### src/inc/ifos_pkg.sv
package ifos_pkg;

	// ==========================================================
	// Clock and timing
	localparam int unsigned CLK_PERIOD_NS = 20;
	localparam int unsigned LS_STARTUP_NS = 40000;
	localparam int unsigned HS_STARTUP_NS = 45000;
	localparam int unsigned HS_BLANKING_NS = 200000;
	localparam int unsigned HS_FAULT_NS = 100000;
	// Least times round up to whole cycles
	localparam int unsigned LS_STARTUP_CYCLES = (LS_STARTUP_NS + CLK_PERIOD_NS - 1) / CLK_PERIOD_NS;
	localparam int unsigned HS_STARTUP_CYCLES = (HS_STARTUP_NS + CLK_PERIOD_NS - 1) / CLK_PERIOD_NS;
	localparam int unsigned HS_BLANKING_CYCLES =
		(HS_BLANKING_NS + CLK_PERIOD_NS - 1) / CLK_PERIOD_NS;
	localparam int unsigned HS_FAULT_CYCLES = (HS_FAULT_NS + CLK_PERIOD_NS - 1) / CLK_PERIOD_NS;

	// ==========================================================
	// Link carrier
	localparam int unsigned CARRIER_DIV = 2;
	localparam int unsigned RX_HOLD_CYCLES = 6;
	localparam int unsigned COUNT_W = 16;

	// ==========================================================
	// Reset values
	localparam logic ALARM_RELEASED = 1'b1;
	localparam logic PIN_DRIVE_VALUE = 1'b0;
	// Synchroniser idle: trips clear, supplies missing, mode bipolar, lines released
	localparam logic [9:0] SYNC_RESET = 10'h03b;

	// ==========================================================
	// State encodings, Gray along the usual path
	typedef enum logic [1:0] {
		HS_OFF = 2'h0,
		HS_START = 2'h1,
		HS_BLANK = 2'h3,
		HS_RUN = 2'h2
	} ifos_hs_state_t;

	typedef enum logic [1:0] {
		LS_OFF = 2'h0,
		LS_START = 2'h1,
		LS_RUN = 2'h3
	} ifos_ls_state_t;

	// Window trip, negative half ignored in positive mode
	function automatic logic ifos_window_trip(
		input logic pos_trip,
		input logic neg_trip,
		input logic positive_only
	);
		return pos_trip | (neg_trip & ~positive_only);
	endfunction

endpackage

### src/logic/ifos_ook_channel.sv
`timescale 1ns/1ns
module ifos_ook_channel #(
	parameter int unsigned RX_HOLD = ifos_pkg::RX_HOLD_CYCLES
) (
	input wire logic sys_clk,
	input wire logic sys_rst,
	input wire logic carrier_tick,
	input wire logic tx_enable,
	input wire logic tx_bit,
	output logic rx_bit
);
	import ifos_pkg::*;

	localparam int HOLD_W = $clog2(RX_HOLD + 1);
	localparam int RX_LAT = RX_HOLD + 2;

	if (RX_HOLD <= 2 * CARRIER_DIV)
	begin : g_bad_hold
		$error("Receiver hold must outlast a carrier period");
	end

	logic carrier_r;
	logic carrier_d_r;
	logic [HOLD_W-1:0] hold_r;
	logic rx_bit_r;
	logic carrier_edge;
	logic tx_active;

	assign tx_active = tx_enable & tx_bit;
	assign carrier_edge = carrier_r ^ carrier_d_r;
	assign rx_bit = rx_bit_r;

	// ==========================================================
	// Transmit side
	// Carrier toggles for a one, line silent for a zero
	always_ff @(posedge sys_clk)
	begin
		if (sys_rst || !tx_active)
			carrier_r <= 1'b0;
		else if (carrier_tick)
			carrier_r <= ~carrier_r;
	end

	// ==========================================================
	// Receive side
	// Edge detector retriggers a hold window
	always_ff @(posedge sys_clk)
	begin
		if (sys_rst)
		begin
			carrier_d_r <= 1'b0;
			hold_r <= '0;
			rx_bit_r <= 1'b0;
		end
		else
		begin
			carrier_d_r <= carrier_r;
			if (carrier_edge)
				hold_r <= HOLD_W'(RX_HOLD);
			else if (hold_r != '0)
				hold_r <= hold_r - 1'b1;
			rx_bit_r <= carrier_edge || (hold_r != '0);
		end
	end
endmodule

### src/logic/ifos_sequencer.sv
`timescale 1ns/1ns
module ifos_sequencer #(
	parameter int unsigned LS_STA_CYC = ifos_pkg::LS_STARTUP_CYCLES,
	parameter int unsigned HS_STA_CYC = ifos_pkg::HS_STARTUP_CYCLES,
	parameter int unsigned HS_BLK_CYC = ifos_pkg::HS_BLANKING_CYCLES,
	parameter int unsigned HS_FLT_CYC = ifos_pkg::HS_FAULT_CYCLES,
	parameter int unsigned CNT_W = ifos_pkg::COUNT_W
) (
	input wire logic sys_clk,
	input wire logic sys_rst,
	input wire logic adjustable_positive_comparator,
	input wire logic adjustable_negative_comparator,
	input wire logic fixed_positive_comparator,
	input wire logic fixed_negative_comparator,
	input wire logic high_side_undervoltage,
	input wire logic high_side_power_on_reset,
	input wire logic low_side_undervoltage,
	input wire logic mode_select_above,
	input wire logic adjustable_window_alarm_n_level,
	output logic adjustable_window_alarm_n_drv,
	output logic adjustable_window_alarm_n_oe_n,
	input wire logic fixed_window_alarm_n_level,
	output logic fixed_window_alarm_n_drv,
	output logic fixed_window_alarm_n_oe_n,
	output logic [1:0] alarm_line_low
);
	import ifos_pkg::*;

	// Refuse counts the counters cannot hold
	if (LS_STA_CYC < 1 || HS_STA_CYC < 1 || HS_BLK_CYC < 1 || HS_FLT_CYC < 1)
	begin : g_bad_zero
		$error("Timing counts must be at least one cycle");
	end
	if (HS_BLK_CYC >= (1 << CNT_W) || HS_FLT_CYC >= (1 << CNT_W) ||
		HS_STA_CYC >= (1 << CNT_W) || LS_STA_CYC >= (1 << CNT_W))
	begin : g_bad_width
		$error("Timing count exceeds counter width");
	end

	// ==========================================================
	// Input synchronisers
	logic [9:0] meta_r;
	logic [9:0] sync_r;
	logic adj_pos_s;
	logic adj_neg_s;
	logic fix_pos_s;
	logic fix_neg_s;
	logic hs_uv_s;
	logic hs_por_s;
	logic ls_uv_s;
	logic mode_pos_s;
	logic adj_level_s;
	logic fix_level_s;

	// Two stages for every pin-level flag
	always_ff @(posedge sys_clk)
	begin
		if (sys_rst)
		begin
			meta_r <= SYNC_RESET;
			sync_r <= SYNC_RESET;
		end
		else
		begin
			meta_r <= {adjustable_positive_comparator, adjustable_negative_comparator,
				fixed_positive_comparator, fixed_negative_comparator,
				high_side_undervoltage, high_side_power_on_reset,
				low_side_undervoltage, mode_select_above,
				adjustable_window_alarm_n_level, fixed_window_alarm_n_level};
			sync_r <= meta_r;
		end
	end

	// Named views of the second stage
	assign {adj_pos_s, adj_neg_s, fix_pos_s, fix_neg_s, hs_uv_s, hs_por_s,
		ls_uv_s, mode_pos_s, adj_level_s, fix_level_s} = sync_r;

	// ==========================================================
	// Comparator decode and isolation link
	logic adj_trip;
	logic fix_trip;
	localparam int DIV_W = $clog2(CARRIER_DIV);
	logic [DIV_W-1:0] div_cnt_r;
	logic carrier_tick_r;
	logic rx_adj;
	logic rx_fix;
	logic tx_enable;
	ifos_hs_state_t hs_state_r;

	// Negative halves masked in positive mode
	assign adj_trip = ifos_window_trip(adj_pos_s, adj_neg_s, mode_pos_s);
	assign fix_trip = ifos_window_trip(fix_pos_s, fix_neg_s, mode_pos_s);

	// Nothing crosses the barrier before blanking ends
	assign tx_enable = (hs_state_r == HS_RUN);

	// Carrier rate enable
	always_ff @(posedge sys_clk)
	begin
		if (sys_rst)
		begin
			div_cnt_r <= '0;
			carrier_tick_r <= 1'b0;
		end
		else
		begin
			carrier_tick_r <= (div_cnt_r == '0);
			if (div_cnt_r == DIV_W'(CARRIER_DIV - 1))
				div_cnt_r <= '0;
			else
				div_cnt_r <= div_cnt_r + 1'b1;
		end
	end

	// One channel per window
	ifos_ook_channel #(
		.RX_HOLD(RX_HOLD_CYCLES)
	) u_adj_link (
		.sys_clk(sys_clk),
		.sys_rst(sys_rst),
		.carrier_tick(carrier_tick_r),
		.tx_enable(tx_enable),
		.tx_bit(adj_trip),
		.rx_bit(rx_adj)
	);

	ifos_ook_channel #(
		.RX_HOLD(RX_HOLD_CYCLES)
	) u_fix_link (
		.sys_clk(sys_clk),
		.sys_rst(sys_rst),
		.carrier_tick(carrier_tick_r),
		.tx_enable(tx_enable),
		.tx_bit(fix_trip),
		.rx_bit(rx_fix)
	);

	// ==========================================================
	// High-side supply sequencing
	logic [CNT_W-1:0] hs_cnt_r;
	logic hs_ok;

	// Startup then blanking; brownout keeps the run state
	always_ff @(posedge sys_clk)
	begin
		if (sys_rst)
		begin
			hs_state_r <= HS_OFF;
			hs_cnt_r <= '0;
		end
		else
		begin
			case (hs_state_r)
				HS_OFF:
				begin
					hs_cnt_r <= '0;
					if (!hs_por_s && !hs_uv_s)
						hs_state_r <= HS_START;
				end
				HS_START:
				begin
					if (hs_por_s || hs_uv_s)
					begin
						hs_state_r <= HS_OFF;
						hs_cnt_r <= '0;
					end
					else if (hs_cnt_r == CNT_W'(HS_STA_CYC - 1))
					begin
						hs_state_r <= HS_BLANK;
						hs_cnt_r <= '0;
					end
					else
						hs_cnt_r <= hs_cnt_r + 1'b1;
				end
				HS_BLANK:
				begin
					if (hs_por_s || hs_uv_s)
					begin
						hs_state_r <= HS_OFF;
						hs_cnt_r <= '0;
					end
					else if (hs_cnt_r == CNT_W'(HS_BLK_CYC - 1))
					begin
						hs_state_r <= HS_RUN;
						hs_cnt_r <= '0;
					end
					else
						hs_cnt_r <= hs_cnt_r + 1'b1;
				end
				HS_RUN:
				begin
					hs_cnt_r <= '0;
					if (hs_por_s)
						hs_state_r <= HS_OFF;
				end
				default:
				begin
					hs_state_r <= HS_OFF;
					hs_cnt_r <= '0;
				end
			endcase
		end
	end

	// Live data only with a running, healthy high side
	assign hs_ok = (hs_state_r == HS_RUN) && !hs_uv_s;

	// ==========================================================
	// Low-side supply sequencing
	ifos_ls_state_t ls_state_r;
	logic [CNT_W-1:0] ls_cnt_r;
	logic ls_run;

	// Startup count from each low-side power-up
	always_ff @(posedge sys_clk)
	begin
		if (sys_rst)
		begin
			ls_state_r <= LS_OFF;
			ls_cnt_r <= '0;
		end
		else
		begin
			case (ls_state_r)
				LS_OFF:
				begin
					ls_cnt_r <= '0;
					if (!ls_uv_s)
						ls_state_r <= LS_START;
				end
				LS_START:
				begin
					if (ls_uv_s)
					begin
						ls_state_r <= LS_OFF;
						ls_cnt_r <= '0;
					end
					else if (ls_cnt_r == CNT_W'(LS_STA_CYC - 1))
						ls_state_r <= LS_RUN;
					else
						ls_cnt_r <= ls_cnt_r + 1'b1;
				end
				LS_RUN:
				begin
					ls_cnt_r <= '0;
					if (ls_uv_s)
						ls_state_r <= LS_OFF;
				end
				default:
				begin
					ls_state_r <= LS_OFF;
					ls_cnt_r <= '0;
				end
			endcase
		end
	end

	// Undervoltage acts at once, before the state updates
	assign ls_run = (ls_state_r == LS_RUN) && !ls_uv_s;

	// ==========================================================
	// High-side fault timer
	logic [CNT_W-1:0] flt_cnt_r;
	logic fault_r;

	// Counts while the high side is missing, restarts on recovery
	always_ff @(posedge sys_clk)
	begin
		if (sys_rst || !ls_run || hs_ok)
		begin
			flt_cnt_r <= '0;
			fault_r <= 1'b0;
		end
		else if (!fault_r)
		begin
			if (flt_cnt_r == CNT_W'(HS_FLT_CYC - 1))
				fault_r <= 1'b1;
			else
				flt_cnt_r <= flt_cnt_r + 1'b1;
		end
	end

	// ==========================================================
	// Alarm output drivers
	logic adj_oe_n_r;
	logic fix_oe_n_r;
	logic adj_oe_n_nxt;
	logic fix_oe_n_nxt;
	logic drive_val_r;
	logic [1:0] line_low_r;

	// Release, follow, fault low, or hold through a short dip
	always_comb
	begin
		adj_oe_n_nxt = adj_oe_n_r;
		fix_oe_n_nxt = fix_oe_n_r;
		if (!ls_run)
		begin
			adj_oe_n_nxt = ALARM_RELEASED;
			fix_oe_n_nxt = ALARM_RELEASED;
		end
		else if (hs_ok)
		begin
			adj_oe_n_nxt = !rx_adj;
			fix_oe_n_nxt = !rx_fix;
		end
		else if (fault_r)
		begin
			adj_oe_n_nxt = !ALARM_RELEASED;
			fix_oe_n_nxt = !ALARM_RELEASED;
		end
	end

	// Enables start released after reset
	always_ff @(posedge sys_clk)
	begin
		if (sys_rst)
		begin
			adj_oe_n_r <= ALARM_RELEASED;
			fix_oe_n_r <= ALARM_RELEASED;
		end
		else
		begin
			adj_oe_n_r <= adj_oe_n_nxt;
			fix_oe_n_r <= fix_oe_n_nxt;
		end
	end

	// Pin value is always low; only the enable moves
	always_ff @(posedge sys_clk)
	begin
		if (sys_rst)
			drive_val_r <= PIN_DRIVE_VALUE;
		else
			drive_val_r <= PIN_DRIVE_VALUE;
	end

	// Line readback, high bit is adjustable window
	always_ff @(posedge sys_clk)
	begin
		if (sys_rst)
			line_low_r <= '0;
		else
			line_low_r <= {!adj_level_s, !fix_level_s};
	end

	assign adjustable_window_alarm_n_oe_n = adj_oe_n_r;
	assign fixed_window_alarm_n_oe_n = fix_oe_n_r;
	assign adjustable_window_alarm_n_drv = drive_val_r;
	assign fixed_window_alarm_n_drv = drive_val_r;
	assign alarm_line_low = line_low_r;
endmodule

### config.mk
export PLATFORM = sky130hd
export DESIGN_NAME = ifos_sequencer
export DESIGN_NICKNAME = d
export VERILOG_FILES = /design/src/inc/ifos_pkg.sv /design/src/logic/ifos_ook_channel.sv /design/src/logic/ifos_sequencer.sv
export SDC_FILE = /design/constraint.sdc
export NUM_CORES = 1
export LEC_CHECK = 0
export ABC_AREA = 1
export CORE_MARGIN = 2
export CORE_UTILIZATION = 51
export DETAILED_ROUTE_END_ITERATION = 12
export DONT_BUFFER_PORTS = 1
export GPL_ROUTABILITY_DRIVEN = 0
export GPL_TIMING_DRIVEN = 0
export PLACE_DENSITY = 0.66
export SYNTH_ARGS = -nofsm -noshare
export SYNTH_HDL_FRONTEND = slang
export SYNTH_HIERARCHICAL = 1
export SYNTH_SLANG_ARGS = --single-unit
### constraint.sdc
create_clock -name sys_clk -period 1.6 [get_ports sys_clk]
set_input_delay 0.08 -clock sys_clk [delete_from_list [all_inputs] [get_ports sys_clk]]
set_output_delay 0.08 -clock sys_clk [all_outputs]
set_load 0.02 [all_outputs]
==> impl_metrics.toml, run 1 <==
[floorplan]
initial_core_util_pct = 52.0
die_x_microns = 94.8
io_pins = 18
die_y_microns = 94.8
die_area_sq_um = 8990
coreArea_sq_um = 8090
rows = 33

[setup_path]
critPathCaptureType = "register"
cp.depth = 6
critPathLaunch = "ls_cnt_r[0]"
cp.required_ns = 1.85
path_common_cell = "nand2_1"
cp_max_fo = 5
path_buf_inv = 0
critPathKind = "reg2reg"
r2r_start = "ls_cnt_r[0]"
critPathMaxStageDelay_ns = 0.38
crit_arrival_ns = 1.73
cp_slowest_cell = "dfxtp_1"
cpLargestDelayFamily = "simple AND/OR/NAND/NOR gates"
path_cells = "ha_1 -> nand3_1 -> nor4_2 -> nand2_1 -> nand2_1 -> a21oi_1"
r2r_cells = 6
critPathLaunchType = "register"

[clock_network]
cts.path.max_buffers = 2
clockRootBuffer = "clkbuf_8"
cts_tree = "yes"
path_clk_slew_ns = 0.10
clock_latency_ns = 0.37
cts.sinks = 91
cts_setup_buffers = 0
numCtsBuffers = 9
htree_levels = 3

[detailed_routing]
wire_per_inst_microns = 10.5
routed_via_density = 4.79
wl_mm = 7.44
first_iter_violations = 84
drc = 0
postRouteAntennaNets = 0
drt_first_pass_iters = 4
num_vias = 3390

[final_layout]
diodes = 0
final_cells = 708
final_cell_mix = "nand2_1 (120), nor2_1 (93), dfxtp_1 (88)"
nets = 618
post-route-util_pct = 57.8
final_common_cell = "nand2_1"
layout-drive-gt1-share_pct = 14.6
syn_to_final_growth_pct = 11.2
fin_area_sq_um = 4680

[sta]
timing.final.crit_period_ns = 1.48
max_freq_ghz = 0.674
final_max_slew_viol_count = 0
hold_violations = 0
whs_ns = 0.176
finalClockSkew_ns = 0.0124
finalCritPeriodShare_pct = 92.7
setup_viol_count_final = 0

[power_and_ir_drop]
p_leak_uw = 0.00183
peakVddDrop_mv = 0.625
p_per_area_nw_per_um2 = 928
p_total_uw = 4340

[synth]
seq_area_frac_synth_pct = 43.3
synthArstFlopShare_pct = 0
ys_ff_latch = 91
yosysWarningCount = 6
ys.flop_type = "dfxtp_1"
syn-cell-area_sq_um = 4210
syn_area_per_cell_sq_um = 7.32
synth-edff-count = 0
synth_cell_types = 35
syn_inst = 575

[status]
run_status = "finished clean"

[place]
hpwl_mm = 5.34
port_buffers = 0
placed_area_sq_um = 4340
post-place-cells = 681

[global_routing]
track_usage_pct = 18.4
antenna_found_initial = 0
overflow = 0
grt_pass1_vias = 3204
grt_max_degree = 19
grt_pass1_wl_mm = 13.2

[worst_hold_path]
hold_class = "in2reg"
min_from = "sys_rst"
min_path_cells = 2

[flow_run]
drv_cap = 0
==> per-stage QoR <==
| step | TNS [ns] | worst slack [ns] |
|---|---|---|
| after global routing | -0.0321 | -0.0151 |
| final | 0 | 0.117 |
| after global placement | 0 | 0.0336 |
| after CTS | 0 | 0.000451 |
| after floorplan | 0 | 0.223 |
| after detailed placement | 0 | 0.0144 |
==> layout make-up <==
type | count | area [sq um]
Buffer | 10 | 87.6
Sequential cell | 91 | 1830
Clock buffer | 9 | 124
Fill cell | 768 | 3410
Inverter | 79 | 299
Multi-Input combinational cell | 396 | 2030
Timing Repair Buffer | 11 | 113
Tap cell | 105 | 131
Clock inverter | 7 | 68.8
==> path summary, 6_finish.rpt <==
kind                       end  slack [ns]
min                  sync_r[5]        0.18
min reg2reg  alarm_line_low[0]        0.40
max reg2reg        ls_cnt_r[0]        0.12
max                ls_cnt_r[0]        0.12
==> synth_stat cells, types with 3 or more instances <==
cell      count  area share (%)
nand4_1      11             1.6
nor3_1        7            0.83
inv_1        73             6.5
ha_1          8             2.4
dfxtp_1      91              43
nor2_2        8             1.2
nor2_4        3            0.80
clkbuf_1      3            0.27
or2_2        10             1.5
a21oi_1      18             2.1
xor2_1       17             3.5
inv_2         4            0.36
o21ai_0      17             2.0
buf_4         5            0.89
xnor2_1       5             1.0
a21oi_2      10             2.1
o21bai_1      3            0.54
nand3_1      35             4.2
nor2_1       95             8.5
nand2_1     122              11
nand2_2      14             2.1
==> state kept, by name (all words and copies together), names as in the netlist, 2 cells and up <==
| name | count |
|---|---|
| hs_state_r | 2 |
| ls_cnt_r | 16 |
| sync_r | 10 |
| ls_state_r | 2 |
| u_adj_link/hold_r | 3 |
| meta_r | 10 |
| hs_cnt_r | 16 |
| u_fix_link/hold_r | 3 |
| flt_cnt_r | 16 |
| alarm_line_low | 2 |
==> worst register-to-register path: stages, from the launching register on <==
cell and delay, ns:
dfxtp_1 0.38, ha_1 0.22, nand3_1 0.15, nor4_2 0.26
nand2_1 0.19, nand2_1 0.10, a21oi_1 0.07
==> routing by layer <==
layer | global-route usage [%] | up-vias | share of wire [%]
li1 | - | 1828 | -
met1 | 22.7 | 1516 | 48
met2 | 31.1 | 32 | 46
met3 | 3.83 | 14 | 3.2
met4 | 7.85 | 0 | 2.1
met5 | 0 | - | 0
==> logic make-up (layout without fill, tap and decap cells) <==
group / after synthesis / after routing / synth area share (%)
other: 1 / 2 / 0.0891
XOR/XNOR: 22 / 22 / 4.58
buffers and inverters: 89 / 116 / 9.01
adder cells (fa/ha/maj): 8 / 8 / 2.38
AND/OR/NAND/NOR: 311 / 311 / 33.0
AO/OA/AOI/OAI: 53 / 53 / 7.61
flip-flops: 91 / 91 / 43.3
==> power breakdown <==
part / internal, uW / switching [uW] / total [uW]
logic: 174 / 222 / 397
registers: 2360 / 58.2 / 2420
clock network: 611 / 913 / 1520
==> timing repair <==
action                                 CTS  global route
setup endpoints to repair                0            40
gates resized for setup                  0            15
hold buffers                            11             0
endpoints found under the hold margin   23             0
(Power assumes the default switching activity.)
==> inputs of run 2 (changes only) <==
clock period = 1.5 ns   (was 1.6 ns; I/O delays follow)
==> impl_metrics.toml, run 2 (synthesis gave the netlist of run 1 again) <==
[status]
run_status = "finished clean"

[detailed_routing]
wl_mm = 7.68
wire_per_inst_microns = 10.7
routed_via_density = 4.81
first_iter_violations = 95
drt_first_pass_iters = 4
num_vias = 3445
postRouteAntennaNets = 0
drc = 0

[setup_path]
critPathKind = "reg2reg"
cp.required_ns = 1.76
cp_max_fo = 6
critPathLaunchType = "register"
r2r_start = "hs_cnt_r[0]"
path_buf_inv = 1
path_cells = "ha_4 -> nand3_2 -> nor2_1 -> nand2_1 -> nand2_1 -> nand2_4 -> nand2_4 -> buf_4 -> nor2_1"
critPathLaunch = "hs_cnt_r[0]"
critPathMaxStageDelay_ns = 0.39
critPathCaptureType = "register"
crit_arrival_ns = 1.66
cpLargestDelayFamily = "simple AND/OR/NAND/NOR gates"
cp_slowest_cell = "dfxtp_4"

[power_and_ir_drop]
peakVddDrop_mv = 0.667
p_leak_uw = 0.00188
p_per_area_nw_per_um2 = 959

[clock_network]
cts.path.max_buffers = 2
path_clk_slew_ns = 0.10
clock_latency_ns = 0.37
cts_tree = "yes"
htree_levels = 3
cts.sinks = 91
clockRootBuffer = "clkbuf_8"
numCtsBuffers = 9

[final_layout]
final_cells = 716
nets = 626
final_common_cell = "nand2_1"
layout-drive-gt1-share_pct = 17.5
final_cell_mix = "nand2_1 (117), nor2_1 (91), dfxtp_1 (83)"
fin_area_sq_um = 4840
top_regs = "flt_cnt_r (16), hs_cnt_r (16), ls_cnt_r (16)"
syn_to_final_growth_pct = 15.0
diodes = 0

[floorplan]
die_x_microns = 94.8
die_area_sq_um = 8990
die_y_microns = 94.8
initial_core_util_pct = 52.0
rows = 33
coreArea_sq_um = 8090
io_pins = 18

[place]
hpwl_mm = 5.34
placed_area_sq_um = 4340
port_buffers = 0
post-place-cells = 681

[sta]
setup_viol_count_final = 0
finalClockSkew_ns = 0.0123
hold_violations = 0
finalCritPeriodShare_pct = 93.7
final_max_slew_viol_count = 0
timing.final.crit_period_ns = 1.41
max_freq_ghz = 0.712

[global_routing]
antenna_found_initial = 0
track_usage_pct = 18.6
grt_pass1_vias = 3252
overflow = 0
grt_max_degree = 19
grt_pass1_wl_mm = 13.4

[worst_hold_path]
hold_class = "in2reg"
min_from = "sys_rst"

[flow_run]
drv_cap = 0
run 2: cell types whose count changed in the layout (fill, tap and decap cells not counted), sizes merged:
| cell | before | now |
|---|---|---|
| dlymetal6s4s | 1 | 0 |
| dlygate4sd3 | 10 | 15 |
| buf | 7 | 11 |
run 2: power breakdown:
part	internal (uW)	switching [uW]	leakage, uW
Clock	652	981	0.0000997
Sequential	2510	62.2	0.000745
Combinational	190	238	0.00104
Total	3360	1280	0.00188
run 2: timing repair:
item                                   CTS  global route
gates cloned                             0             1
pin swaps                                0             4
endpoints found under the hold margin   23             0
hold buffers                            15             0
gates resized for setup                 12            27
setup endpoints to repair               30            41
setup buffers                            0             3
run 2: per-layer routing:
metal | vias up | global-route usage, % | wire (microns)
met3 | 14 | 3.83 | 233
met1 | 1548 | 22.8 | 3660
met5 | - | 0 | 0
met4 | 0 | 7.85 | 154
li1 | 1846 | - | -
met2 | 37 | 31.8 | 3630
run 2: final cells by class:
type	instances	area, sq um
Clock inverter	7	68.8
Buffer	10	87.6
Multi-Input combinational cell	396	2100
Tap cell	105	131
Inverter	79	299
Clock buffer	9	124
Timing Repair Buffer	19	180
Sequential cell	91	1840
Fill cell	758	3260
run 2: metrics by stage:
| stage | TNS, ns | hold WS (ns) | setup WS [ns] | util [%] | power (uW) |
|---|---|---|---|---|---|
| global placement | -0.835 | 0.139 | -0.0664 | 53.6 | 3020 |
| floorplan | 0 | 0.137 | 0.123 | - | 2970 |
| CTS | 0 | 0.193 | 0.00592 | 58.3 | 4690 |
| detailed placement | -1.37 | 0.141 | -0.0856 | 53.6 | 3040 |
| finish | 0 | 0.171 | 0.0947 | 59.8 | 4640 |
| global route | -0.00580 | 0.248 | -0.00472 | 59.8 | 4850 |
run 2: final timing paths:
| check | endpoint | slack (ns) | depth (start not counted) |
|---|---|---|---|
| worst max-delay path | hs_cnt_r[6] | 0.09 | 9 |
| worst min-delay path | sync_r[5] | 0.17 | 2 |
| worst max register to register | hs_cnt_r[6] | 0.09 | 9 |
| worst min register to register | alarm_line_low[0] | 0.40 | 1 |
